<file path="src/design/irq_pkg.sv">
// Constants, register map and state layout of the vectored interrupt controller.
// Assumes a 32-bit Avalon-MM slave port whose registers each take one aligned word.
package irq_pkg;
   localparam int NUM_FLAG_REGS = 5;
   localparam int NUM_PRIO_SLOTS = 19;
   localparam int NUM_SOURCES = 80;
   localparam int NUM_EXT = 3;
   localparam int NUM_TRAPS = 4;

   // Byte offsets
   localparam logic [7:0] OFF_CTRL_A = 8'h00;
   localparam logic [7:0] OFF_CTRL_B = 8'h04;
   localparam logic [7:0] OFF_FLAG_BASE = 8'h08;
   localparam logic [7:0] OFF_ENABLE_BASE = 8'h1c;
   localparam logic [7:0] OFF_PRIO_BASE = 8'h30;
   localparam logic [7:0] OFF_PENDING = 8'h7c;
   localparam logic [7:0] OFF_CPU_LEVEL = 8'h80;
   localparam logic [7:0] OFF_EVT_STATUS = 8'h84;
   localparam logic [7:0] OFF_EVT_MASK = 8'h88;

   // Field positions
   localparam int POS_NESTING_DISABLE = 15;
   localparam int POS_TRAP_LO = 1;
   localparam int POS_ALT_TABLE = 15;
   localparam int POS_IPL_LO = 5;
   localparam int POS_IPL_TOP = 3;
   localparam int POS_PEND_LEVEL = 8;
   localparam int POS_EVT_REQ = 0;
   localparam int POS_EVT_TRAP = 1;

   // Writable bits of the control, priority and flag registers
   localparam logic [15:0] MASK_CTRL_A = 16'h801e;
   localparam logic [15:0] MASK_CTRL_B = 16'h8007;
   localparam logic [15:0] MASK_PRIO = 16'h7777;
   localparam logic [4:0][15:0] MASK_FLAG = {16'hffff, 16'hffff, 16'h22e3, 16'hfe1f, 16'hffff};

   // Flag slots of the external inputs, as {register, bit}
   localparam logic [NUM_EXT-1:0][2:0] EXT_REG = {3'h1, 3'h1, 3'h0};
   localparam logic [NUM_EXT-1:0][3:0] EXT_BIT = {4'hd, 4'h4, 4'h0};

   // Reset values, and the CPU level that nesting disable forces
   localparam logic [15:0] RST_REG = 16'h0000;
   localparam logic [2:0] RST_IPL = 3'h0;
   localparam logic [2:0] IPL_NEST_BLOCK = 3'h7;

   typedef struct packed {
      logic [15:0]                     ctrl_a;
      logic [15:0]                     ctrl_b;
      logic [NUM_FLAG_REGS-1:0][15:0]  flag;
      logic [NUM_FLAG_REGS-1:0][15:0]  enable;
      logic [NUM_PRIO_SLOTS-1:0][15:0] prio;
      logic [2:0]                      cpu_priority_level;
      logic [6:0]                      pend_vec;
      logic [3:0]                      pend_lvl;
      logic                            req;
      logic [1:0]                      evt_stat;
      logic [1:0]                      evt_mask;
      logic                            irq;
      logic                            waitreq;
      logic [31:0]                     rdata;
      logic [NUM_EXT-1:0]              sync1;
      logic [NUM_EXT-1:0]              sync2;
      logic [NUM_EXT-1:0]              ext_prev;
   } state_type;
endpackage

</file>
<file path="src/design/arb_if.sv">
// Carrier between the register file and the priority arbiter.
// Assumes both ends sit on the same clock; the bundle is purely combinational.
interface arb_if;
   logic [79:0]       active;
   logic [79:0][2:0]  prio;
   logic [3:0]        cpu_lvl;
   logic              win_valid;
   logic [6:0]        win_vec;
   logic [3:0]        win_lvl;

   modport requester (output active, output prio, output cpu_lvl,
                      input win_valid, input win_vec, input win_lvl);
   modport arbiter (input active, input prio, input cpu_lvl,
                    output win_valid, output win_vec, output win_lvl);
endinterface

</file>
<file path="src/design/priority_arbiter.sv">
// Picks the highest-priority active source above the current CPU level.
// Assumes active already combines flag and enable; purely combinational.
module priority_arbiter (
   arb_if.arbiter bus
);
   logic [3:0] best_lvl;
   logic [6:0] best_vec;
   logic       found;

   always_comb begin
      best_lvl = bus.cpu_lvl;
      best_vec = 7'h00;
      found = 1'b0;
      // Strict compare while scanning upward keeps the lowest vector on a tie
      for (int i = 0; i < 80; i++) begin
         if (bus.active[i] && ({1'b0, bus.prio[i]} > best_lvl)) begin // [RULE15]
            best_lvl = {1'b0, bus.prio[i]};
            best_vec = 7'(i);
            found = 1'b1;
         end
      end
   end

   assign bus.win_valid = found;
   assign bus.win_vec = best_vec;
   assign bus.win_lvl = best_lvl;
endmodule

</file>
<file path="src/design/irq_controller.sv">
// Vectored interrupt controller: flags, enables, priorities, pending vector.
// Assumes peripherals pulse src_req on clk_sys, external pins are asynchronous,
// and the CPU pulses cpu_ack on clk_sys when it takes the presented vector.

// Behaviour
// RULE1: There are 29 registers: two control, five flag, five enable, 16 priority, one pending.
// RULE2: The first global control register holds nesting disable and the trap flags.
// RULE3: The second global control register sets external input edges and alternate table use.
// RULE4: Each source has one flag, set by hardware and cleared only by a software write.
// RULE5: Each source has its own enable bit so it can be allowed or blocked alone.
// RULE6: Each user source has a 3-bit priority choosing one of eight levels.
// RULE7: The pending-vector register captures a 7-bit vector number and a 4-bit level.
// RULE8: The captured level equals the pending source's priority and becomes the new CPU level.
// RULE9: Flag, enable and priority positions follow vector order, vector 0 at bit 0 and bits 2:0.
// RULE10: The CPU level's low three bits sit at bits 7:5 and software may write them.
// RULE11: The fourth CPU level bit is read-only so software cannot mask traps.
// RULE12: Flags read 1 after a request, 0 otherwise, are read-write and reset to 0.
// RULE13: Flag register 1 holds its twelve named sources with bits 8 to 5 reading zero.
// RULE14: Flag register 2 holds its seven named sources with every other bit reading zero.
// RULE15: A flagged, enabled source above the CPU level is presented; lowest vector wins ties.
// RULE16: Unimplemented flag bits ignore writes and read zero.
module irq_controller (
   input  wire logic        clk_sys,
   input  wire logic        rst_b,
   input  wire logic [7:0]  avs_address,
   input  wire logic        avs_read,
   input  wire logic        avs_write,
   input  wire logic [31:0] avs_writedata,
   input  wire logic [3:0]  avs_byteenable,
   output logic      [31:0] avs_readdata,
   output logic             avs_waitrequest,
   input  wire logic [79:0] src_req,
   input  wire logic [2:0]  ext_pin,
   input  wire logic [3:0]  trap_evt,
   input  wire logic        cpu_ack,
   output logic             cpu_irq_req,
   output logic      [6:0]  cpu_vector,
   output logic      [3:0]  cpu_level,
   output logic             alt_vector_sel,
   output logic             irq
);
   irq_pkg::state_type state_q;
   irq_pkg::state_type state_d;
   arb_if              arb ();

   logic [5:0]  word_idx;
   logic [15:0] rd_val;
   logic        acc_wr;
   logic        acc_rd;
   logic        ipl_top;
   logic [79:0] set_req;
   logic [79:0] flag_flat;
   logic [79:0] en_flat;

   // Slots 13, 14 and 17 are holes in the priority bank
   function automatic logic prio_impl(input logic [5:0] slot);
      return (slot < 6'd13) || (slot == 6'd15) || (slot == 6'd16) || (slot == 6'd18);
   endfunction

   function automatic logic [15:0] merge(input logic [15:0] old, input logic [31:0] wdata,
                                         input logic [3:0] be, input logic [15:0] mask);
      logic [15:0] v;
      v = old;
      if (be[0]) begin
         v[7:0] = wdata[7:0];
      end
      if (be[1]) begin
         v[15:8] = wdata[15:8];
      end
      return v & mask;
   endfunction

   function automatic logic [5:0] idx_of(input logic [7:0] off);
      return off[7:2];
   endfunction

   assign word_idx = idx_of(avs_address);
   assign acc_wr = avs_write && !state_q.waitreq;
   assign acc_rd = avs_read && !state_q.waitreq;

   // Any live trap lifts the CPU level above every user priority
   assign ipl_top = |state_q.ctrl_a[irq_pkg::POS_TRAP_LO +: irq_pkg::NUM_TRAPS]; // [RULE11]

   assign flag_flat = state_q.flag;
   assign en_flat = state_q.enable;

   // Arbiter inputs
   always_comb begin
      arb.active = flag_flat & en_flat; // [RULE5]
      for (int v = 0; v < 80; v++) begin
         // Vector v lives in slot v/4, field v%4; holes and vectors 76 to 79 (no slot) stay at level 0
         if (v / 4 < irq_pkg::NUM_PRIO_SLOTS) begin
            arb.prio[v] = state_q.prio[v / 4][(v % 4) * 4 +: 3]; // [RULE9] [RULE6]
         end else begin
            arb.prio[v] = 3'h0;
         end
      end
      arb.cpu_lvl = {ipl_top, state_q.cpu_priority_level}; // [RULE10] [RULE11]
   end

   priority_arbiter u_arbiter (
      .bus (arb)
   );

   // Hardware set terms: peripheral requests plus synchronised external edges
   always_comb begin
      logic [2:0] r;
      logic [3:0] b;
      logic       rise;
      logic       fall;
      r = 3'h0;
      b = 4'h0;
      rise = 1'b0;
      fall = 1'b0;
      set_req = src_req;
      for (int e = 0; e < irq_pkg::NUM_EXT; e++) begin
         r = irq_pkg::EXT_REG[e];
         b = irq_pkg::EXT_BIT[e];
         rise = state_q.sync2[e] && !state_q.ext_prev[e];
         fall = !state_q.sync2[e] && state_q.ext_prev[e];
         // Polarity bit 1 selects the falling edge
         if (state_q.ctrl_b[e] ? fall : rise) begin // [RULE3]
            set_req[{r, b}] = 1'b1;
         end
      end
   end

   // Register read mux
   always_comb begin
      rd_val = 16'h0000;
      if (avs_address[1:0] == 2'b00) begin
         if (avs_address == irq_pkg::OFF_CTRL_A) begin
            rd_val = state_q.ctrl_a;
         end else if (avs_address == irq_pkg::OFF_CTRL_B) begin
            rd_val = state_q.ctrl_b;
         end else if (avs_address == irq_pkg::OFF_PENDING) begin
            rd_val[6:0] = state_q.pend_vec; // [RULE7]
            rd_val[irq_pkg::POS_PEND_LEVEL +: 4] = state_q.pend_lvl;
         end else if (avs_address == irq_pkg::OFF_CPU_LEVEL) begin
            rd_val[irq_pkg::POS_IPL_LO +: 3] = state_q.cpu_priority_level;
            rd_val[irq_pkg::POS_IPL_TOP] = ipl_top;
         end else if (avs_address == irq_pkg::OFF_EVT_STATUS) begin
            rd_val[1:0] = state_q.evt_stat;
         end else if (avs_address == irq_pkg::OFF_EVT_MASK) begin
            rd_val[1:0] = state_q.evt_mask;
         end else begin
            for (int k = 0; k < irq_pkg::NUM_FLAG_REGS; k++) begin
               if (word_idx == idx_of(irq_pkg::OFF_FLAG_BASE) + 6'(k)) begin
                  rd_val = state_q.flag[k]; // [RULE12]
               end
               if (word_idx == idx_of(irq_pkg::OFF_ENABLE_BASE) + 6'(k)) begin
                  rd_val = state_q.enable[k];
               end
            end
            for (int p = 0; p < irq_pkg::NUM_PRIO_SLOTS; p++) begin
               if (word_idx == idx_of(irq_pkg::OFF_PRIO_BASE) + 6'(p) && prio_impl(6'(p))) begin
                  rd_val = state_q.prio[p];
               end
            end
         end
      end
   end

   // Next-state logic
   always_comb begin
      logic [1:0] evt_set;
      logic [3:0] trap_set;
      evt_set = 2'b00;
      trap_set = 4'h0;
      state_d = state_q;

      // Two-stage synchroniser; only sync2 and its delayed copy ext_prev are looked at by logic
      state_d.sync1 = ext_pin;
      state_d.sync2 = state_q.sync1;
      state_d.ext_prev = state_q.sync2;

      // Bus handshake: one wait cycle; reads latch data on the release edge, writes land one edge later
      if ((avs_read || avs_write) && state_q.waitreq) begin
         state_d.waitreq = 1'b0;
         state_d.rdata = avs_read ? {16'h0000, rd_val} : 32'h0000_0000;
      end else begin
         state_d.waitreq = 1'b1;
      end

      // Software writes
      if (acc_wr) begin
         if (avs_address == irq_pkg::OFF_CTRL_A) begin
            state_d.ctrl_a = merge(state_q.ctrl_a, avs_writedata, avs_byteenable,
                                   irq_pkg::MASK_CTRL_A); // [RULE2]
         end
         if (avs_address == irq_pkg::OFF_CTRL_B) begin
            state_d.ctrl_b = merge(state_q.ctrl_b, avs_writedata, avs_byteenable,
                                   irq_pkg::MASK_CTRL_B); // [RULE3]
         end
         if (avs_address == irq_pkg::OFF_CPU_LEVEL && avs_byteenable[0]) begin
            // Top level bit is not writable
            state_d.cpu_priority_level = avs_writedata[irq_pkg::POS_IPL_LO +: 3]; // [RULE10] [RULE11]
         end
         if (avs_address == irq_pkg::OFF_EVT_MASK && avs_byteenable[0]) begin
            state_d.evt_mask = avs_writedata[1:0];
         end
         for (int k = 0; k < irq_pkg::NUM_FLAG_REGS; k++) begin
            if (avs_address == irq_pkg::OFF_FLAG_BASE + 8'(4 * k)) begin
               // Unimplemented positions are masked away [RULE16] [RULE13] [RULE14]
               state_d.flag[k] = merge(state_q.flag[k], avs_writedata, avs_byteenable,
                                       irq_pkg::MASK_FLAG[k]); // [RULE4]
            end
            if (avs_address == irq_pkg::OFF_ENABLE_BASE + 8'(4 * k)) begin
               state_d.enable[k] = merge(state_q.enable[k], avs_writedata, avs_byteenable,
                                         16'hffff); // [RULE5]
            end
         end
         for (int p = 0; p < irq_pkg::NUM_PRIO_SLOTS; p++) begin
            if (avs_address == irq_pkg::OFF_PRIO_BASE + 8'(4 * p) && prio_impl(6'(p))) begin
               state_d.prio[p] = merge(state_q.prio[p], avs_writedata, avs_byteenable,
                                       irq_pkg::MASK_PRIO); // [RULE6] [RULE1]
            end
         end
      end

      // Hardware sets win over a same-cycle software clear
      for (int k = 0; k < irq_pkg::NUM_FLAG_REGS; k++) begin
         state_d.flag[k] = state_d.flag[k] |
                           (set_req[k * 16 +: 16] & irq_pkg::MASK_FLAG[k]); // [RULE4]
      end
      trap_set = trap_evt;
      state_d.ctrl_a[irq_pkg::POS_TRAP_LO +: irq_pkg::NUM_TRAPS] =
         state_d.ctrl_a[irq_pkg::POS_TRAP_LO +: irq_pkg::NUM_TRAPS] | trap_set; // [RULE2]

      // Present the winner and latch its vector and level
      state_d.req = arb.win_valid; // [RULE15]
      if (arb.win_valid) begin
         state_d.pend_vec = arb.win_vec; // [RULE7]
         state_d.pend_lvl = arb.win_lvl; // [RULE8]
      end

      // Taking the vector raises the CPU level; nesting disable blocks all further users
      if (cpu_ack && state_q.req) begin
         if (state_q.ctrl_a[irq_pkg::POS_NESTING_DISABLE]) begin // [RULE2]
            state_d.cpu_priority_level = irq_pkg::IPL_NEST_BLOCK;
         end else begin
            state_d.cpu_priority_level = state_q.pend_lvl[2:0]; // [RULE8]
         end
      end

      // Event status: read clears only what was returned, so a fresh set survives
      evt_set[irq_pkg::POS_EVT_REQ] = arb.win_valid && !state_q.req;
      evt_set[irq_pkg::POS_EVT_TRAP] = |trap_evt;
      if (acc_rd && avs_address == irq_pkg::OFF_EVT_STATUS) begin
         state_d.evt_stat = state_q.evt_stat & ~state_q.rdata[1:0];
      end
      state_d.evt_stat = state_d.evt_stat | evt_set;
      state_d.irq = |(state_d.evt_stat & state_d.evt_mask);
   end

   always_ff @(posedge clk_sys or negedge rst_b) begin
      if (!rst_b) begin
         state_q.ctrl_a <= irq_pkg::RST_REG;
         state_q.ctrl_b <= irq_pkg::RST_REG;
         state_q.flag <= '0; // [RULE12]
         state_q.enable <= '0;
         state_q.prio <= '0;
         state_q.cpu_priority_level <= irq_pkg::RST_IPL;
         state_q.pend_vec <= 7'h00;
         state_q.pend_lvl <= 4'h0;
         state_q.req <= 1'b0;
         state_q.evt_stat <= 2'b00;
         state_q.evt_mask <= 2'b00;
         state_q.irq <= 1'b0;
         state_q.waitreq <= 1'b1;
         state_q.rdata <= 32'h0000_0000;
         state_q.sync1 <= 3'h0;
         state_q.sync2 <= 3'h0;
         state_q.ext_prev <= 3'h0;
      end else begin
         state_q <= state_d;
      end
   end

   assign avs_readdata = state_q.rdata;
   assign avs_waitrequest = state_q.waitreq;
   assign cpu_irq_req = state_q.req;
   assign cpu_vector = state_q.pend_vec;
   assign cpu_level = state_q.pend_lvl;
   assign alt_vector_sel = state_q.ctrl_b[irq_pkg::POS_ALT_TABLE]; // [RULE3]
   assign irq = state_q.irq;
endmodule

</file>
<file path="config.mk">
export PLATFORM = sky130hd
export DESIGN_NAME = irq_controller
export DESIGN_NICKNAME = d
export VERILOG_FILES = /design/src/design/irq_pkg.sv /design/src/design/arb_if.sv /design/src/design/priority_arbiter.sv /design/src/design/irq_controller.sv
export SDC_FILE = /design/constraint.sdc
export NUM_CORES = 1
export LEC_CHECK = 0
export BUFFER_PORTS_ARGS = -buffer_cell sky130_fd_sc_hd__buf_2
export CAP_MARGIN = 20
export CORE_UTILIZATION = 45
export CTS_CLUSTER_SIZE = 8
export DETAILED_ROUTE_END_ITERATION = 10
export GPL_TIMING_DRIVEN = 0
export PLACE_DENSITY_LB_ADDON = 0.2
export SYNTH_ARGS = -nofsm -noshare
export SYNTH_HDL_FRONTEND = slang
export SYNTH_SLANG_ARGS = --single-unit
</file>
<file path="constraint.sdc">
create_clock -name clk_sys -period 67.2 [get_ports clk_sys]
set_input_delay 10.08 -clock clk_sys [delete_from_list [all_inputs] [get_ports clk_sys]]
set_output_delay 10.08 -clock clk_sys [all_outputs]
set_load 0.01 [all_outputs]
</file>
==> impl_metrics.ini <==
[synthesis]
synth_mux_area_share_pct = 13.5
async_reset_ff_share_pct = 100
ys_types = 100
ys.flop_type = dfrtp_1
yosysWarnings = 0
syn_area_um2 = 26300
synth_top_family_by_area = compound AO/OA/AOI/OAI gates
synthXorXnorAreaFrac_pct = 0.0665
synth_compound_area_share_pct = 20.3
syn_avg_cell_area_um2 = 9.35
synth_edf_count = 0
ys_seq_area_share_pct = 37.4
yosys.area.top_type = dfrtp_1
synth_seq_cells = 394
synth-adder-area-share_pct = 7.12
synth_top_area_share_pct = 37.3
syn_inst = 2816
synthSimpleGateAreaFrac_pct = 16.7
ys_top_cells_by_area = dfrtp_1, mux2_2, ha_1

[setup_path]
worstReg2RegStart = state_q[544]$_DFF_PN0_
cp.required_ns = 67.70
crit_start = state_q[544]$_DFF_PN0_
arrival_ns = 66.93
cp-start-kind = register
reg2reg_slack_ns = 0.78
critPathMaxFanout = 9
rr_endpoint = irq$_DFF_PN0_
endpoint_kind = register
max_stage_delay_ns = 0.56
path_class = reg2reg
cpMostUsedCell = buf_4
reg2reg_depth = 367
cp-endpoint = irq$_DFF_PN0_
worst_path_max_delay_cell = or4_4

[placed_design]
numPortBuffers = 129
routabilityCongestion = 1.05
place_area_um2 = 28300
pre_cts_slack_ns = -18.14
hpwl_um = 102000
place_inst = 3744

[cells_and_area]
finalInstanceArea_um2 = 35600
nFillCells = 4903
seq_area_um2 = 9860
layout.nets = 3638
layout-drive-gt1-share_pct = 39.2
final_cells = 4138
multi_input_area_um2 = 18300
areaGrowthSynthToFinish_pct = 35.1

[drt]
antenna_left = 0
wl_um = 138000
dr.pass1.iters = 6
dr.first_iter.drc_count = 3537
wl_per_cell_um = 33.4
vias = 28000
drc = 0
vias_per_cell = 6.76

[sta]
fin_skew_ns = 0.0219
grt_setup_unrepaired = true
slew_viol_final = 0
fmax_mhz = 15.1
fin_ws_ns = 0.776
setup_violations = 0
slew_headroom_pct = 14.7
period_share_pct = 98.8
fin_crit_ns = 66.42
hold_viol_final = 0
timing.hold.ws_ns = 0.345
worst_pin_slew_ns = 1.28

[worst_hold_path]
hold_path_class = reg2reg
min_path_cells = 0

[floorplan]
initial_core_util_pct = 45.6
fp.dieW_um = 244
row_count = 88
fp.dieH_um = 244
io_pins = 183
fp.dieArea_um2 = 59500
core_area_um2 = 57800

[grt]
grtUsageTotal_pct = 44.4
grt_pass1_wl_um = 189000
antenna_found_initial = 8
grt_max_degree = 116
met2_usage_pct = 64.0
gr-usage-met3_pct = 12.9
grt_overflow = 0
grt_pass1_vias = 26000
grt_use_met1_pct = 60.1
top_usage_layer = met2

[clock_network]
clk_latency_ns = 0.62
cts_tree = yes
h-tree-depth = 2
cts_hold_buffers = 0
cts.sinks = 394
clk_pin_slew_ns = 0.05
numCtsBuffers = 55
cts_buffer_depth = 3
cts_root_buf = clkbuf_16

[run]
cap_violations = 0

[pwr]
ir_drop_mv = 0.0193
p_per_area_nw_per_um2 = 15.9
power_leakage_uw = 0.0160

[status]
outcome = finished clean
-- how the worst min path moves through the flow --
stage / start / endpoint / slack (ns)
2_1_floorplan: state_d[3]$_DFF_PN0_ / state_d[0]$_DFF_PN0_ / 0.33
3_3_place_gp: state_d[5]$_DFF_PN0_ / state_d[2]$_DFF_PN0_ / 0.34
3_5_place_dp: state_d[3]$_DFF_PN0_ / state_d[0]$_DFF_PN0_ / 0.34
4_1_cts: state_d[3]$_DFF_PN0_ / state_d[0]$_DFF_PN0_ / 0.35
5_1_grt: state_d[3]$_DFF_PN0_ / state_d[0]$_DFF_PN0_ / 0.35
6_report: state_d[3]$_DFF_PN0_ / state_d[0]$_DFF_PN0_ / 0.35
-- worst max-delay path: cells and delay by family, from the launching register on --
kind	cells	cell delay, ns
multiplexers	10	2.85
adder cells (fa/ha/maj)	48	12.39
AO/OA/AOI/OAI	125	24.88
buffers and inverters	73	9.16
AND/OR/NAND/NOR	111	16.32
flip-flops	1	0.44
-- sequential cells by signal, summed over array words and instances, names as in the netlist --
name / flops
flag_flat: 67
state_q: 15
en_flat: 80
arb.prio: 192
cpu_vector: 7
cpu_irq_req: 1
arb.cpu_lvl: 3
alt_vector_sel: 1
avs_readdata: 16
irq: 1
cpu_level: 4
avs_waitrequest: 1
state_d: 6
-- routing by layer --
layer  wire (um)  share of wire, %
met1       54100                39
met2       58300                42
met3       17400                13
met4        8490               6.1
met5          69             0.050
-- Yosys cell counts, drive strengths merged, types with 10 or more instances --
library cell / count
inv: 131
a211o: 45
and3: 47
ha: 149
a21o: 20
a22o: 18
o22ai: 23
and2: 17
or3: 15
o211ai: 23
a211oi: 29
a21oi: 120
o31ai: 14
o21a: 24
nand4: 23
o221ai: 10
nand2b: 14
a22oi: 40
a221oi: 22
o211a: 10
nand3b: 41
nor2: 212
mux2i: 33
a31oi: 40
nor2b: 46
a221o: 12
or2: 16
o2111ai: 21
nand2: 297
buf: 63
nand3: 108
nor3: 49
clkbuf: 97
dfrtp: 393
o21ai: 165
mux2: 282
a222oi: 21
-- cell families after synthesis --
| kind of cell | Yosys count |
|---|---|
| AOI/OAI and AO/OA | 746 |
| xor gates and xnor gates | 2 |
| adders and majority gates | 150 |
| buffers and inverters | 291 |
| DFF | 394 |
| muxes | 317 |
| other | 1 |
| and+or+nand+nor | 915 |
-- layout by cell type, fill, tap and decap left out, types with 24 or more instances in the layout --
cell type	count
clkbuf_1	99
a211o_1	45
o21ai_0	95
nor2b_1	27
buf_2	133
buf_4	351
clkbuf_16	57
and3_1	41
dfrtp_1	390
ha_4	52
o21ai_1	29
a21oi_1	74
a21oi_2	29
nor2_1	176
a31oi_1	26
ha_1	89
nand2_1	273
buf_6	24
inv_1	113
mux2_2	268
o21ai_2	29
nand3b_1	41
nor3_1	37
nand3_1	82
a22oi_1	37
-- area by class of cell --
class                           count  share of cell area (%)
Multi-Input combinational cell   2146                    51.5
Sequential cell                   394                    27.7
Timing Repair Buffer              472                    9.76
Clock buffer                       73                    4.15
Tap cell                          765                    2.69
Buffer                            153                    2.68
Inverter                          131                    1.38
Clock inverter                      2                  0.0704
Antenna cell                        2                  0.0141
-- through the flow --
| step | total power, uW | setup TNS (ns) | utilization, % |
|---|---|---|---|
| global route | 576 | -15.70 | 61.5 |
| global placement | 296 | -253.93 | 48.4 |
| finish | 565 | 0 | 61.5 |
| CTS | 556 | 0 | 56.5 |
| detailed placement | 298 | -251.24 | 49.0 |
| floorplan | 269 | 0 | - |
-- power by group --
part,internal [uW],switching (uW)
logic,20.6,40.7
clock network,150,108
registers,241,4.94
total,411,154
-- timing repair --
action | CTS | global route
gates resized for setup | 326 | 370
pin swaps | 96 | 255
endpoints found under the setup margin | 14 | 14
setup buffers | 188 | 138
(Power assumes the default switching activity.)
